==> src/verilog/sfb_pkg.sv <==
// shared constants for the feedback pulse and torque cap block
package sfb_pkg;
	// 4-bit word addresses
	localparam logic [3:0] ADDR_CTRL = 4'h0;
	localparam logic [3:0] ADDR_GEAR_NUM = 4'h1;
	localparam logic [3:0] ADDR_GEAR_DEN = 4'h2;
	localparam logic [3:0] ADDR_VEL_GAIN = 4'h3;
	localparam logic [3:0] ADDR_VEL_ITIME = 4'h4;
	localparam logic [3:0] ADDR_TQ_FILT = 4'h5;
	localparam logic [3:0] ADDR_CUR_BW = 4'h6;
	localparam logic [3:0] ADDR_TQ_CAP = 4'h7;
	localparam logic [3:0] ADDR_RATED_CUR = 4'h8;
	localparam logic [3:0] ADDR_STATUS = 4'h9;
	localparam logic [3:0] ADDR_IRQ_STAT = 4'hA;
	localparam logic [3:0] ADDR_IRQ_CLR = 4'hB;
	localparam logic [3:0] ADDR_IRQ_EN = 4'hC;
	// control field positions
	localparam int CTRL_FMT_LO = 0;
	localparam int CTRL_NEG = 4;
	localparam int CTRL_EN = 5;
	localparam int CTRL_SERIAL = 6;
	// feedback format codes
	localparam logic [1:0] FMT_QUAD = 2'h0;
	localparam logic [1:0] FMT_PULSE_SIGN = 2'h1;
	localparam logic [1:0] FMT_FWD_REV = 2'h2;
	// reset values
	localparam logic [6:0] CTRL_RESET = 7'h20;
	localparam logic [15:0] GEAR_RESET = 16'h0001;
	localparam logic [15:0] VEL_GAIN_RESET = 16'h0064;
	localparam logic [15:0] VEL_ITIME_RESET = 16'h0014;
	localparam logic [15:0] TQ_FILT_RESET = 16'h0000;
	localparam logic [15:0] CUR_BW_RESET = 16'h07D0;
	localparam logic [15:0] RATED_CUR_RESET = 16'h03E8;
	// accepted ranges; cap factor in hundredths, filter in 10 us units
	localparam logic [15:0] VEL_GAIN_MIN = 16'h000A;
	localparam logic [15:0] VEL_GAIN_MAX = 16'h2710;
	localparam logic [15:0] VEL_ITIME_MAX = 16'h03E8;
	localparam logic [15:0] TQ_FILT_MAX = 16'h7FFF;
	localparam logic [15:0] CUR_BW_MIN = 16'h01F4;
	localparam logic [15:0] CUR_BW_MAX = 16'h7FFF;
	localparam logic [15:0] TQ_CAP_MIN = 16'h0001;
	localparam logic [15:0] TQ_CAP_MAX = 16'h0046;
	localparam logic [15:0] TQ_CAP_RESET = 16'h0046;
	localparam logic [22:0] TQ_CAP_SCALE = 23'h00_0064;
	// serial encoder index window and speed bound
	localparam logic [15:0] INDEX_HALF_WIN = 16'h005B;
	localparam logic [15:0] INDEX_SPEED_MAX = 16'h0064;
	// interrupt bits
	localparam int IRQ_CAP = 0;
	localparam int IRQ_INDEX = 1;
	localparam int IRQ_FAST = 2;
	localparam int IRQ_RANGE = 3;
endpackage : sfb_pkg

==> src/verilog/sfb_gear.sv <==
// electronic gear: rescales motor steps by numerator over denominator
`timescale 1ns/1ps
`default_nettype none
module sfb_gear (
	input wire logic clk,
	input wire logic rstn,
	input wire logic step_in,
	input wire logic dir_in,
	input wire logic [15:0] gear_num,
	input wire logic [15:0] gear_den,
	input wire logic sink_busy,
	output logic step_out,
	output logic dir_out
);
	// whole state of the scaler
	typedef struct packed {
		logic [16:0] acc; // residue of scaled steps
		logic dir; // direction of pending steps
		logic step; // step pulse toward the formatter
	} sfb_gear_t;
	sfb_gear_t st, next_st;

	// add num per step, pay one step per den
	always_comb begin
		next_st = st;
		next_st.step = 1'b0;
		if (step_in) begin
			// reversal drops the old residue
			if (dir_in != st.dir) begin
				next_st.acc = {1'b0, gear_num};
			end else begin
				next_st.acc = st.acc + {1'b0, gear_num};
			end
			next_st.dir = dir_in;
		end
		// paced by the formatter; a reversal pays out a cycle later
		if (!sink_busy && !st.step && (st.acc >= {1'b0, gear_den}) &&
			(gear_den != 16'h0000) && !(step_in && (dir_in != st.dir))) begin
			next_st.acc = next_st.acc - {1'b0, gear_den};
			next_st.step = 1'b1;
		end
	end

	// state register
	always_ff @(posedge clk or negedge rstn) begin
		if (!rstn) begin
			st <= '0;
		end else begin
			st <= next_st;
		end
	end

	assign step_out = st.step;
	assign dir_out = st.dir;
endmodule : sfb_gear
`default_nettype wire

==> src/verilog/sfb_pulse_fmt.sv <==
// turns scaled steps into quadrature, pulse/sign or fwd/rev trains
`timescale 1ns/1ps
`default_nettype none
module sfb_pulse_fmt (
	input wire logic clk,
	input wire logic rstn,
	input wire logic step,
	input wire logic dir,
	input wire logic [1:0] fmt,
	output logic busy,
	output logic chan_a,
	output logic chan_b
);
	// whole state of the formatter
	typedef struct packed {
		logic [1:0] phase; // quadrature gray position
		logic pulse; // pulse high phase of a train
		logic a;
		logic b;
	} sfb_fmt_t;
	sfb_fmt_t st, next_st;

	// one step, one edge; trains need a low cycle
	always_comb begin
		next_st = st;
		next_st.pulse = 1'b0;
		case (fmt)
			sfb_pkg::FMT_QUAD: begin
				// four edges per cycle, phase order gives direction
				if (step) begin
					next_st.phase = dir ? st.phase + 2'd1 : st.phase - 2'd1;
				end
				next_st.a = next_st.phase[1];
				next_st.b = next_st.phase[1] ^ next_st.phase[0];
			end
			sfb_pkg::FMT_PULSE_SIGN: begin
				next_st.pulse = step;
				next_st.a = step;
				next_st.b = step ? dir : st.b;
			end
			sfb_pkg::FMT_FWD_REV: begin
				next_st.pulse = step;
				next_st.a = step && dir;
				next_st.b = step && !dir;
			end
			default: begin
				// unused code leaves both channels idle
				next_st.a = 1'b0;
				next_st.b = 1'b0;
			end
		endcase
	end

	// state register
	always_ff @(posedge clk or negedge rstn) begin
		if (!rstn) begin
			st <= '0;
		end else begin
			st <= next_st;
		end
	end

	assign busy = st.pulse;
	assign chan_a = st.a;
	assign chan_b = st.b;
endmodule : sfb_pulse_fmt
`default_nettype wire

==> src/verilog/sfb_top.sv <==
// servo feedback pulse output, torque cap and loop setting registers
//
// Strobed register access and the placing of the registers were decided locally.
`timescale 1ns/1ps
`default_nettype none
// Notes on behaviour
// - incremental encoder index passes straight to marker
// - serial encoder marks within half degree of home
// - marker accuracy only up to 100 rpm
// - feedback uses the command electronic gear ratio
// - enable flag cleared suppresses every feedback output
// - cap factor 0.01 to 0.70, default 0.70
// - clamp torque only while cap select asserted
// - flag when torque current reaches cap current
// - velocity gain accepted from 10 to 10000
// - velocity integral time 0 to 1000 ms
// - torque filter time 0.00 to 327.67 ms
// - current bandwidth held within 500 to 32767
// - quadrature channels ninety degrees, order gives direction
// - forward pulses on a, reverse on b
module sfb_top (
	input wire logic clk,
	input wire logic rstn,
	// software register port
	input wire logic [3:0] reg_addr,
	input wire logic [15:0] reg_wdata,
	input wire logic reg_wr,
	input wire logic reg_rd,
	output logic [15:0] reg_rdata,
	// motor steps, same clock
	input wire logic motor_step,
	input wire logic motor_dir,
	// serial encoder angle (full turn = 65536) and speed in rpm
	input wire logic [15:0] mech_angle,
	input wire logic [15:0] motor_speed_rpm,
	// incremental index pin, asynchronous
	input wire logic enc_index_in,
	// torque path
	input wire logic torque_cap_select_in,
	input wire logic [15:0] torque_current,
	input wire logic signed [15:0] torque_cmd_in,
	output logic signed [15:0] torque_cmd_out,
	output logic torque_capping_flag_out,
	// feedback pairs toward the host
	output logic feedback_channel_a,
	output logic feedback_channel_a_n,
	output logic feedback_channel_b,
	output logic feedback_channel_b_n,
	output logic feedback_index_marker,
	output logic feedback_index_marker_n,
	// loop settings
	output logic [15:0] velocity_loop_gain,
	output logic [15:0] velocity_integral_time,
	output logic [15:0] torque_cmd_filter_time,
	output logic [15:0] current_loop_bandwidth,
	output logic irq
);
	////////////////////////////////////////////////////////////////////
	// state
	typedef struct packed {
		logic [6:0] ctrl; // format, logic, enable, encoder kind
		logic [15:0] gear_num;
		logic [15:0] gear_den;
		logic [15:0] vel_gain;
		logic [15:0] vel_itime;
		logic [15:0] tq_filt;
		logic [15:0] cur_bw;
		logic [15:0] tq_cap; // hundredths of rated current
		logic [15:0] rated_cur;
		logic [3:0] irq_stat; // sticky events
		logic [3:0] irq_en;
		logic [15:0] rdata;
		logic [1:0] idx_sync; // index pin synchroniser
		logic [1:0] sel_sync; // cap select synchroniser
		logic idx_prev; // marker for edge event
		logic cap_prev; // capping flag for edge event
		logic fast_prev; // overspeed for edge event
		logic fa;
		logic fa_n;
		logic fb;
		logic fb_n;
		logic fz;
		logic fz_n;
		logic cap_flag;
		logic signed [15:0] tq_out;
		logic irq;
	} sfb_state_t;
	sfb_state_t st, next_st;

	logic gear_step; // scaled step
	logic gear_dir; // direction of scaled step
	logic fmt_busy; // formatter still in a pulse
	logic fmt_a; // raw channel a
	logic fmt_b; // raw channel b
	logic [22:0] cap_product; // rated current times cap factor
	logic [15:0] cap_current; // current that marks the cap
	logic index_win; // serial angle near home
	logic index_raw; // marker before enable and polarity
	logic speed_fast; // marker placement not guaranteed
	logic range_hit; // a write was brought into range
	logic [3:0] events; // one-cycle event pulses

	////////////////////////////////////////////////////////////////////
	// feedback pulse path

	// command gear rescales steps
	sfb_gear u_gear (
		.clk(clk),
		.rstn(rstn),
		.step_in(motor_step),
		.dir_in(motor_dir),
		.gear_num(st.gear_num),
		.gear_den(st.gear_den),
		.sink_busy(fmt_busy),
		.step_out(gear_step),
		.dir_out(gear_dir)
	);

	// train shaping by the selected format
	sfb_pulse_fmt u_fmt (
		.clk(clk),
		.rstn(rstn),
		.step(gear_step),
		.dir(gear_dir),
		.fmt(st.ctrl[sfb_pkg::CTRL_FMT_LO +: 2]),
		.busy(fmt_busy),
		.chan_a(fmt_a),
		.chan_b(fmt_b)
	);

	////////////////////////////////////////////////////////////////////
	// derived conditions

	// clamp into accepted range
	function automatic logic [15:0] sfb_clamp(
		input logic [15:0] v,
		input logic [15:0] lo,
		input logic [15:0] hi
	);
		logic [15:0] r;
		r = v;
		if (v < lo) begin
			r = lo;
		end else if (v > hi) begin
			r = hi;
		end
		return r;
	endfunction : sfb_clamp

	// cap current, constant divisor
	always_comb begin
		cap_product = {7'h00, st.rated_cur} * st.tq_cap[6:0];
		cap_current = 16'(cap_product / sfb_pkg::TQ_CAP_SCALE);
	end

	// marker source, write range check
	always_comb begin
		// window wraps around angle zero
		index_win = (mech_angle <= sfb_pkg::INDEX_HALF_WIN) ||
			(mech_angle >= (16'h0000 - sfb_pkg::INDEX_HALF_WIN));
		speed_fast = st.ctrl[sfb_pkg::CTRL_SERIAL] &&
			(motor_speed_rpm > sfb_pkg::INDEX_SPEED_MAX);
		if (st.ctrl[sfb_pkg::CTRL_SERIAL]) begin
			index_raw = index_win;
		end else begin
			index_raw = st.idx_sync[1];
		end
		range_hit = 1'b0;
		if (reg_wr) begin
			case (reg_addr)
				sfb_pkg::ADDR_VEL_GAIN: range_hit = reg_wdata !=
					sfb_clamp(reg_wdata, sfb_pkg::VEL_GAIN_MIN,
					sfb_pkg::VEL_GAIN_MAX);
				sfb_pkg::ADDR_VEL_ITIME: range_hit =
					reg_wdata > sfb_pkg::VEL_ITIME_MAX;
				sfb_pkg::ADDR_TQ_FILT: range_hit =
					reg_wdata > sfb_pkg::TQ_FILT_MAX;
				sfb_pkg::ADDR_CUR_BW: range_hit = reg_wdata !=
					sfb_clamp(reg_wdata, sfb_pkg::CUR_BW_MIN,
					sfb_pkg::CUR_BW_MAX);
				sfb_pkg::ADDR_TQ_CAP: range_hit = reg_wdata !=
					sfb_clamp(reg_wdata, sfb_pkg::TQ_CAP_MIN,
					sfb_pkg::TQ_CAP_MAX);
				default: range_hit = 1'b0;
			endcase
		end
	end

	////////////////////////////////////////////////////////////////////
	// next state

	always_comb begin
		next_st = st;
		// pins pass two flops before use
		next_st.idx_sync = {st.idx_sync[0], enc_index_in};
		next_st.sel_sync = {st.sel_sync[0], torque_cap_select_in};

		// writes; out-of-range values clamp to nearest end
		if (reg_wr) begin
			case (reg_addr)
				sfb_pkg::ADDR_CTRL: next_st.ctrl = reg_wdata[6:0];
				sfb_pkg::ADDR_GEAR_NUM: next_st.gear_num = reg_wdata;
				sfb_pkg::ADDR_GEAR_DEN: next_st.gear_den = reg_wdata;
				sfb_pkg::ADDR_VEL_GAIN: begin
					next_st.vel_gain = sfb_clamp(reg_wdata,
						sfb_pkg::VEL_GAIN_MIN, sfb_pkg::VEL_GAIN_MAX);
				end
				sfb_pkg::ADDR_VEL_ITIME: begin
					next_st.vel_itime = sfb_clamp(reg_wdata, 16'h0000,
						sfb_pkg::VEL_ITIME_MAX);
				end
				sfb_pkg::ADDR_TQ_FILT: begin
					next_st.tq_filt = sfb_clamp(reg_wdata, 16'h0000,
						sfb_pkg::TQ_FILT_MAX);
				end
				sfb_pkg::ADDR_CUR_BW: begin
					next_st.cur_bw = sfb_clamp(reg_wdata,
						sfb_pkg::CUR_BW_MIN, sfb_pkg::CUR_BW_MAX);
				end
				sfb_pkg::ADDR_TQ_CAP: begin
					next_st.tq_cap = sfb_clamp(reg_wdata,
						sfb_pkg::TQ_CAP_MIN, sfb_pkg::TQ_CAP_MAX);
				end
				sfb_pkg::ADDR_RATED_CUR: next_st.rated_cur = reg_wdata;
				sfb_pkg::ADDR_IRQ_EN: next_st.irq_en = reg_wdata[3:0];
				default: begin
					// status, clear, unmapped: no store
				end
			endcase
		end

		// read data stands one cycle
		next_st.rdata = 16'h0000;
		if (reg_rd) begin
			case (reg_addr)
				sfb_pkg::ADDR_CTRL: next_st.rdata = {9'h000, st.ctrl};
				sfb_pkg::ADDR_GEAR_NUM: next_st.rdata = st.gear_num;
				sfb_pkg::ADDR_GEAR_DEN: next_st.rdata = st.gear_den;
				sfb_pkg::ADDR_VEL_GAIN: next_st.rdata = st.vel_gain;
				sfb_pkg::ADDR_VEL_ITIME: next_st.rdata = st.vel_itime;
				sfb_pkg::ADDR_TQ_FILT: next_st.rdata = st.tq_filt;
				sfb_pkg::ADDR_CUR_BW: next_st.rdata = st.cur_bw;
				sfb_pkg::ADDR_TQ_CAP: next_st.rdata = st.tq_cap;
				sfb_pkg::ADDR_RATED_CUR: next_st.rdata = st.rated_cur;
				sfb_pkg::ADDR_STATUS: begin
					next_st.rdata = {11'h000, speed_fast, st.fz,
						st.sel_sync[1], st.cap_flag,
						st.ctrl[sfb_pkg::CTRL_EN]};
				end
				sfb_pkg::ADDR_IRQ_STAT: next_st.rdata = {12'h000, st.irq_stat};
				sfb_pkg::ADDR_IRQ_EN: next_st.rdata = {12'h000, st.irq_en};
				default: next_st.rdata = 16'h0000;
			endcase
		end

		// feedback outputs; disabled pairs idle at logical low
		if (st.ctrl[sfb_pkg::CTRL_EN]) begin
			next_st.fa = fmt_a ^ st.ctrl[sfb_pkg::CTRL_NEG];
			next_st.fb = fmt_b ^ st.ctrl[sfb_pkg::CTRL_NEG];
			next_st.fz = index_raw ^ st.ctrl[sfb_pkg::CTRL_NEG];
		end else begin
			next_st.fa = st.ctrl[sfb_pkg::CTRL_NEG];
			next_st.fb = st.ctrl[sfb_pkg::CTRL_NEG];
			next_st.fz = st.ctrl[sfb_pkg::CTRL_NEG];
		end
		// complements from same next value, no skew
		next_st.fa_n = !next_st.fa;
		next_st.fb_n = !next_st.fb;
		next_st.fz_n = !next_st.fz;

		// clamp only while select is on
		next_st.tq_out = torque_cmd_in;
		if (st.sel_sync[1]) begin
			if (torque_cmd_in > $signed({1'b0, cap_current[14:0]})) begin
				next_st.tq_out = $signed({1'b0, cap_current[14:0]});
			end else if (torque_cmd_in <
				-$signed({1'b0, cap_current[14:0]})) begin
				next_st.tq_out = -$signed({1'b0, cap_current[14:0]});
			end
		end
		// measured current against cap
		next_st.cap_flag = torque_current >= cap_current;

		// edge events set sticky bits; a set beats a same-cycle clear
		next_st.idx_prev = index_raw;
		next_st.cap_prev = st.cap_flag;
		next_st.fast_prev = speed_fast;
		if (reg_wr && (reg_addr == sfb_pkg::ADDR_IRQ_CLR)) begin
			next_st.irq_stat = st.irq_stat & ~reg_wdata[3:0];
		end
		next_st.irq_stat = next_st.irq_stat | events;
		next_st.irq = |(next_st.irq_stat & st.irq_en);
	end

	// event pulses, one per rising condition, and one per clamped write
	always_comb begin
		events = 4'h0;
		events[sfb_pkg::IRQ_CAP] = st.cap_flag && !st.cap_prev;
		events[sfb_pkg::IRQ_INDEX] = index_raw && !st.idx_prev;
		events[sfb_pkg::IRQ_FAST] = speed_fast && !st.fast_prev;
		events[sfb_pkg::IRQ_RANGE] = range_hit;
	end

	////////////////////////////////////////////////////////////////////
	// state register

	// constants only; settings at defaults
	always_ff @(posedge clk or negedge rstn) begin
		if (!rstn) begin
			st <= '0;
			st.ctrl <= sfb_pkg::CTRL_RESET;
			st.gear_num <= sfb_pkg::GEAR_RESET;
			st.gear_den <= sfb_pkg::GEAR_RESET;
			st.vel_gain <= sfb_pkg::VEL_GAIN_RESET;
			st.vel_itime <= sfb_pkg::VEL_ITIME_RESET;
			st.tq_filt <= sfb_pkg::TQ_FILT_RESET;
			st.cur_bw <= sfb_pkg::CUR_BW_RESET;
			st.tq_cap <= sfb_pkg::TQ_CAP_RESET;
			st.rated_cur <= sfb_pkg::RATED_CUR_RESET;
			st.fa_n <= 1'b1;
			st.fb_n <= 1'b1;
			st.fz_n <= 1'b1;
		end else begin
			st <= next_st;
		end
	end

	////////////////////////////////////////////////////////////////////
	// outputs, all straight from flops

	assign reg_rdata = st.rdata;
	assign torque_cmd_out = st.tq_out;
	assign torque_capping_flag_out = st.cap_flag;
	assign feedback_channel_a = st.fa;
	assign feedback_channel_a_n = st.fa_n;
	assign feedback_channel_b = st.fb;
	assign feedback_channel_b_n = st.fb_n;
	assign feedback_index_marker = st.fz;
	assign feedback_index_marker_n = st.fz_n;
	assign velocity_loop_gain = st.vel_gain;
	assign velocity_integral_time = st.vel_itime;
	assign torque_cmd_filter_time = st.tq_filt;
	assign current_loop_bandwidth = st.cur_bw;
	assign irq = st.irq;
endmodule : sfb_top
`default_nettype wire

==> config.mk <==
export PLATFORM = sky130hd
export DESIGN_NAME = sfb_top
export DESIGN_NICKNAME = d
export VERILOG_FILES = /design/src/verilog/sfb_pkg.sv /design/src/verilog/sfb_gear.sv /design/src/verilog/sfb_pulse_fmt.sv /design/src/verilog/sfb_top.sv
export SDC_FILE = /design/constraint.sdc
export NUM_CORES = 1
export LEC_CHECK = 0
export ABC_AREA = 1
export BUFFER_PORTS_ARGS = -buffer_cell sky130_fd_sc_hd__buf_4
export CORE_MARGIN = 2
export CORE_UTILIZATION = 25
export CTS_BUF_LIST = sky130_fd_sc_hd__clkbuf_8
export DETAILED_ROUTE_END_ITERATION = 10
export MAX_ROUTING_LAYER = met4
export REMOVE_ABC_BUFFERS = 1
export SLEW_MARGIN = 20
export SYNTH_ARGS = -nofsm -noshare
export SYNTH_HDL_FRONTEND = slang
export SYNTH_SLANG_ARGS = --single-unit
export TNS_END_PERCENT = 5
==> constraint.sdc <==
create_clock -name clk -period 18.3 [get_ports clk]
set_input_delay 3.66 -clock clk [delete_from_list [all_inputs] [get_ports clk]]
set_output_delay 3.66 -clock clk [all_outputs]
set_load 0.01 [all_outputs]
## After elaboration in Yosys (flattened, before gate mapping)

Cells that the tools add are included.

| storage, ports and cells | value |
|---|---|
| output and inout bits | 104 |
| register bits | 214 |
| word-level logic and storage cells | 157 |

| cells by class | value |
|---|---|
| $lt $le $gt $ge | 15 |
| reduce and logical (&&, ||, !) cells | 38 |
| muxes and demuxes | 37 |
| bitwise gates (word level) | 8 |
| equality and inequality tests | 19 |
| multipliers | 1 |
| divide/modulo/power cells | 1 |
| add/sub/neg operators | 5 |

Operator list:

| cell | count |
|---|---|
| 2-to-1 mux 16 bit | 19 |
| one-hot mux 16 bit (12 select lines) | 1 |
| != test 16 bit | 3 |
| 2-to-1 mux 17 bit | 2 |
| > comparator 16 x 7 -> 1 bit, second input constant | 2 |
| < comparator 16 x 1 -> 1 bit, second input constant | 2 |
| divider 23 x 7 -> 23 bit, second input constant | 1 |
| multiplier 16 x 7 -> 23 bit | 1 |
| equality test 4 bit, second input constant | 5 |
| AND reduction 2 bit | 10 |
| 2-to-1 mux 18 bit | 1 |
| adder 17 x 16 -> 17 bit | 1 |
| >= comparator 17 x 16 -> 1 bit | 1 |
| subtractor 17 x 16 -> 17 bit | 1 |
| equality test 4 x 3 -> 1 bit, second input constant | 4 |
| >= comparator 16 bit | 1 |
| >= comparator 16 bit, second input constant | 1 |
| > comparator 16 x 10 -> 1 bit, second input constant | 1 |
| > comparator 16 x 14 -> 1 bit, second input constant | 1 |
| > comparator 16 x 15 -> 1 bit, second input constant | 1 |
| > comparator 16 bit | 1 |
| less-or-equal comparator 16 x 7 -> 1 bit, second input constant | 1 |
| < comparator 16 bit | 1 |
| < comparator 16 x 4 -> 1 bit, second input constant | 1 |
| 27 further kinds | 61 |

## Longest topological paths before layout

| depth | value |
|---|---|
| depth in word-level cells | 11 |
| gate-level depth with buffers | 129 |
| depth with buffers taken out | 126 |

## Hierarchy

From an unflattened synthesis, not the netlist that was laid out.

| second synthesis, totals | value |
|---|---|
| cells, all modules | 3041 |
| area total of the unflattened synthesis | 21166.6 um^2 |

Modules (own cells, without submodules):

| module | cells an instance | area an instance (um^2) | times used |
|---|---|---|---|
| sfb_top | 2431 | 17425.5 | 1 |
| sfb_gear | 563 | 3404.5 | 1 |
| sfb_pulse_fmt | 47 | 336.6 | 1 |

## Worst setup path before layout

No wires, ideal clock.

| timing path | value |
|---|---|
| path type | register -> register |
| from | register st[77] (netlist bit) |
| to | register st, in the netlist torque_cmd_out[10] |
| arrival time | 13680 ps |
| path buffers | 4 |
| clock period less this slack | 13758 ps |
| stages on the path, launching flop included | 115 |
| library setup time | 77 ps |
| data required time | 18223 ps |
| setup slack | 4542 ps |
| cell sequence | dfstp_2 clkbuf_1 clkbuf_1 nand2_1 fa_1 fa_1 inv_1 fa_1 inv_1 fa_1 inv_1 ha_1 nand2_1 inv_1 nand2_1 nand2_1 nand2_1 nand3_1 [79 not listed] a21oi_4 ha_1 nand4_1 nor2_1 nand4_1 nor3_1 xor2_1 ha_1 nand2_1 nor2_1 o211ai_1 o2111ai_1 xor2_1 nand2_1 inv_1 clkbuf_1 a221oi_1 a21oi_1 |

RTL lines:

| element | RTL line | source |
|---|---|---|
| start, declared | sfb_top.sv:88 | `sfb_state_t st, next_st;` |
| start signal, assigned | sfb_top.sv:324 | `st <= next_st;` |

==> summary.md <==
| Metric | Value |
|---|---|
| Final antenna-violating net count | 0 |
| Final setup viols | 0 |
| Hold_ws | 0.3554 ns |
| Hpwl dp | 50700 um |
| Core Area | 80550 um2 |
| CTS tree | done |
| Skew-Pair Late Insertion Delay | 0.63 ns |
| Initial antenna violation count | 3 |
| Setup TNS | 0 ns |
| Filler Cells Inserted | 8743 |
| Gr ovfl total | 0 |
| Highest-delay cell along the critical path | dfrtp_1 |
| FF-to-FF path depth | 101 |
| Post-cts gate resize count | 0 |
| Final WL | 64980 um |
| F_max | 0.06271 GHz |
| Via density | 4.660 |
| CP peak stage delay | 0.80 ns |
| Worst hold path class | flip-flop to flip-flop |
| Sinks on Clock Net | 214 |
| Sequential Area | 5388 um2 |
| Cell family with most CP delay | simple AND/OR/NAND/NOR gates |
| Largest area contributor in the netlist | dfrtp_1 |
| Die Ht | 289.3 um |
| Clock root cell | clkbuf_8 |
| Final hold violations | 0 |
| Worst setup SP type | flip-flop |
| Yosys cell types | 64 |
| DRC violations left | 0 |
| Fin crit share | 87.14% |
| Wire per inst | 16.10 um |
| CTS Buf Count | 42 |
| Design Area, Final | 23050 um2 |
| Ys async rst share | 100.0% |
| Initial Util | 25.25% |
| RR Startpoint | st[74]$_DFFE_PN0P_ |
| Critical Path End | torque_cmd_out[1]$_DFF_PN0_ |
| Status | finished clean |
| Yosys top cell area share | 23.13% |
| Most common cell after layout, fill and taps aside | nand2_1 |
| Top cells by area, synth | dfrtp_1 (23%), nand2_1 (14%), ha_1 (8.6%) |
| Ports | 196 |
| Required time of the critical path | 18.75 ns |
| Top FF cell, synth | dfrtp_1 |
| Cell mode on critical path | nand2_4 |
| Critical path depth | 101 |
| Die area | 83670 um2 |
| Ys Warns | 0 |
| Initial DRC count | 1474 |
| Sequential area share after synthesis | 26.49% |
| CTS Hold Bufs | 0 |
| Largest net degree at the start of global routing | 103 |
| R2R Setup Slk | 2.35 ns |
| Most frequent cells in the layout | nand2_1 (762), inv_1 (455), buf_4 (206) |
| Syn Inst Count | 2871 |
| Row cnt | 104 |
| Setup Fix Bufs, Post-CTS | 0 |
| CTS clk-pin slew, worst paths | 0.06 ns |
| Crit path DAT | 16.40 ns |
| Share of layout cells above drive strength 1 | 15.24% |
| Max-cap viol count | 0 |
| Slew margin rel. | 26.42% |
| Syn_area_per_cell | 7.085 um2 |
| Placed cell areas | 22180 um2 |
| Worst-Margin Slew | 1.101 ns |
| CP endpoint kind | flip-flop |
| Slew Limit Fails | 0 |
| Crit. Startpoint | st[74]$_DFFE_PN0P_ |
| Area of the multi-input gates | 12070 um2 |
| P&R area growth vs syn | 13.33% |
| H-tree Lvls | 2 |
| CTS Buffer Depth | 3 |
| Gpl congestion | 0.9379 |
| Crit path kind | flip-flop to flip-flop |
| RR Endpoint | torque_cmd_out[1]$_DFF_PN0_ |
| First-pass GRT wire length | 101300 um |
| Final nets | 3244 |
| Vias | 18810 |
| Vias in the first global route | 18040 |
| Number of flops mapped to enable cells by yosys | 0 |
| Port Buffers | 195 |
| WP buf/inv | 5 |
| Max FO, Critical Path | 18 |
| Pre-Repair DR Iteration Count | 6 |
| Yosys reg bits | 214 |
| Crit path time final | 15.95 ns |
| Clock Skew | 0.04685 ns |
| Synthesized area | 20340 um2 |
| Die W | 289.3 um |
| Unrepaired setup endpoints after global routing | no |
| All-layer global routing usage | 15.83% |
==> metal layers <==
metal | up-vias | share of wire [%] | global-route usage (%)
met2 | 689 | 45 | 25.26
met4 | 0 | 2.9 | 4.536
li1 | 9319 | - | -
met5 | - | 0 | -
met3 | 124 | 8.0 | 3.220
met1 | 8674 | 44 | 20.19
==> synth_stat cells, types with 5 or more instances <==
library cell and n:
clkinv_1 9, nand3_1 139, nand4_2 8, o2111ai_1 5, a32o_1 5, nand4_1 45, o21a_1 7, a221oi_1 43
xnor2_1 14, o21bai_1 8, o22ai_1 24, o31ai_1 9, nor3_1 18, nand2_2 43, inv_2 38, xor2_1 34
inv_1 443, a31oi_1 15, ha_1 140, dfrtp_1 188, a21oi_1 93, fa_1 71, nor2_1 166, o21ai_0 203
buf_4 96, o211ai_1 10, nand2_4 24, nand2_1 764, nor2_4 8, dfstp_2 26, o21ai_1 8, nor2_2 13
nor4_1 8, clkbuf_1 82
==> stage by stage <==
step | instances | utilization, % | setup WS [ns]
2_1_floorplan | 2690 | - | 4.762
3_3_place_gp | 3957 | 27.54 | 2.830
3_5_place_dp | 3957 | 27.54 | 2.401
4_1_cts | 4033 | 28.61 | 2.397
5_1_grt | 4035 | 28.62 | 0.7262
6_report | 4036 | 28.62 | 2.354
==> final cells by class <==
type / count / share of cell area [%]
timing repair buffer: 207 / 6.773
clock buffer: 52 / 3.104
multi-input combinational: 1986 / 52.37
clock inverter: 24 / 0.6241
inverter: 490 / 7.978
tap: 1060 / 5.753
antenna: 3 / 0.03256
sequential: 214 / 23.37
==> kinds of logic (layout without fill, tap and decap cells) <==
group                      Yosys count  after routing  synth area share [%]
xor gates and xnor gates            48             48                 2.067
DFF                                214            214                 26.49
buffers and inverters              671            773                 14.20
AOI/OAI and AO/OA                  470            470                 13.96
and+or+nand+nor                   1256           1256                 27.64
adders and majority gates          211            211                 15.60
muxes                                1              1               0.04921
other                                0              3                     0
==> flip-flops by register name, summed over array words and instances (netlist names), 2 cells and up <==
register                cells
velocity_integral_time     16
current_loop_bandwidth     16
st                         84
next_st                     2
reg_rdata                  16
u_gear.st                  17
velocity_loop_gain         16
torque_cmd_filter_time     16
torque_cmd_out             16
u_fmt.st                    2
==> worst min path at each step <==
stage	slack, ns	cells past startpoint	from	end
after detailed placement	0.35	0	next_st[30]$_DFF_PN0_	st[30]$_DFF_PN0_
after global placement	0.33	0	next_st[30]$_DFF_PN0_	st[30]$_DFF_PN0_
after CTS	0.36	0	next_st[30]$_DFF_PN0_	st[30]$_DFF_PN0_
final	0.36	0	next_st[30]$_DFF_PN0_	st[30]$_DFF_PN0_
after floorplan	0.33	0	next_st[28]$_DFF_PN0_	st[28]$_DFF_PN0_
after global routing	0.37	0	next_st[30]$_DFF_PN0_	st[30]$_DFF_PN0_
Power is not shown: default switching activity piles up to over one toggle a cycle in this logic, so the estimate is an artifact.
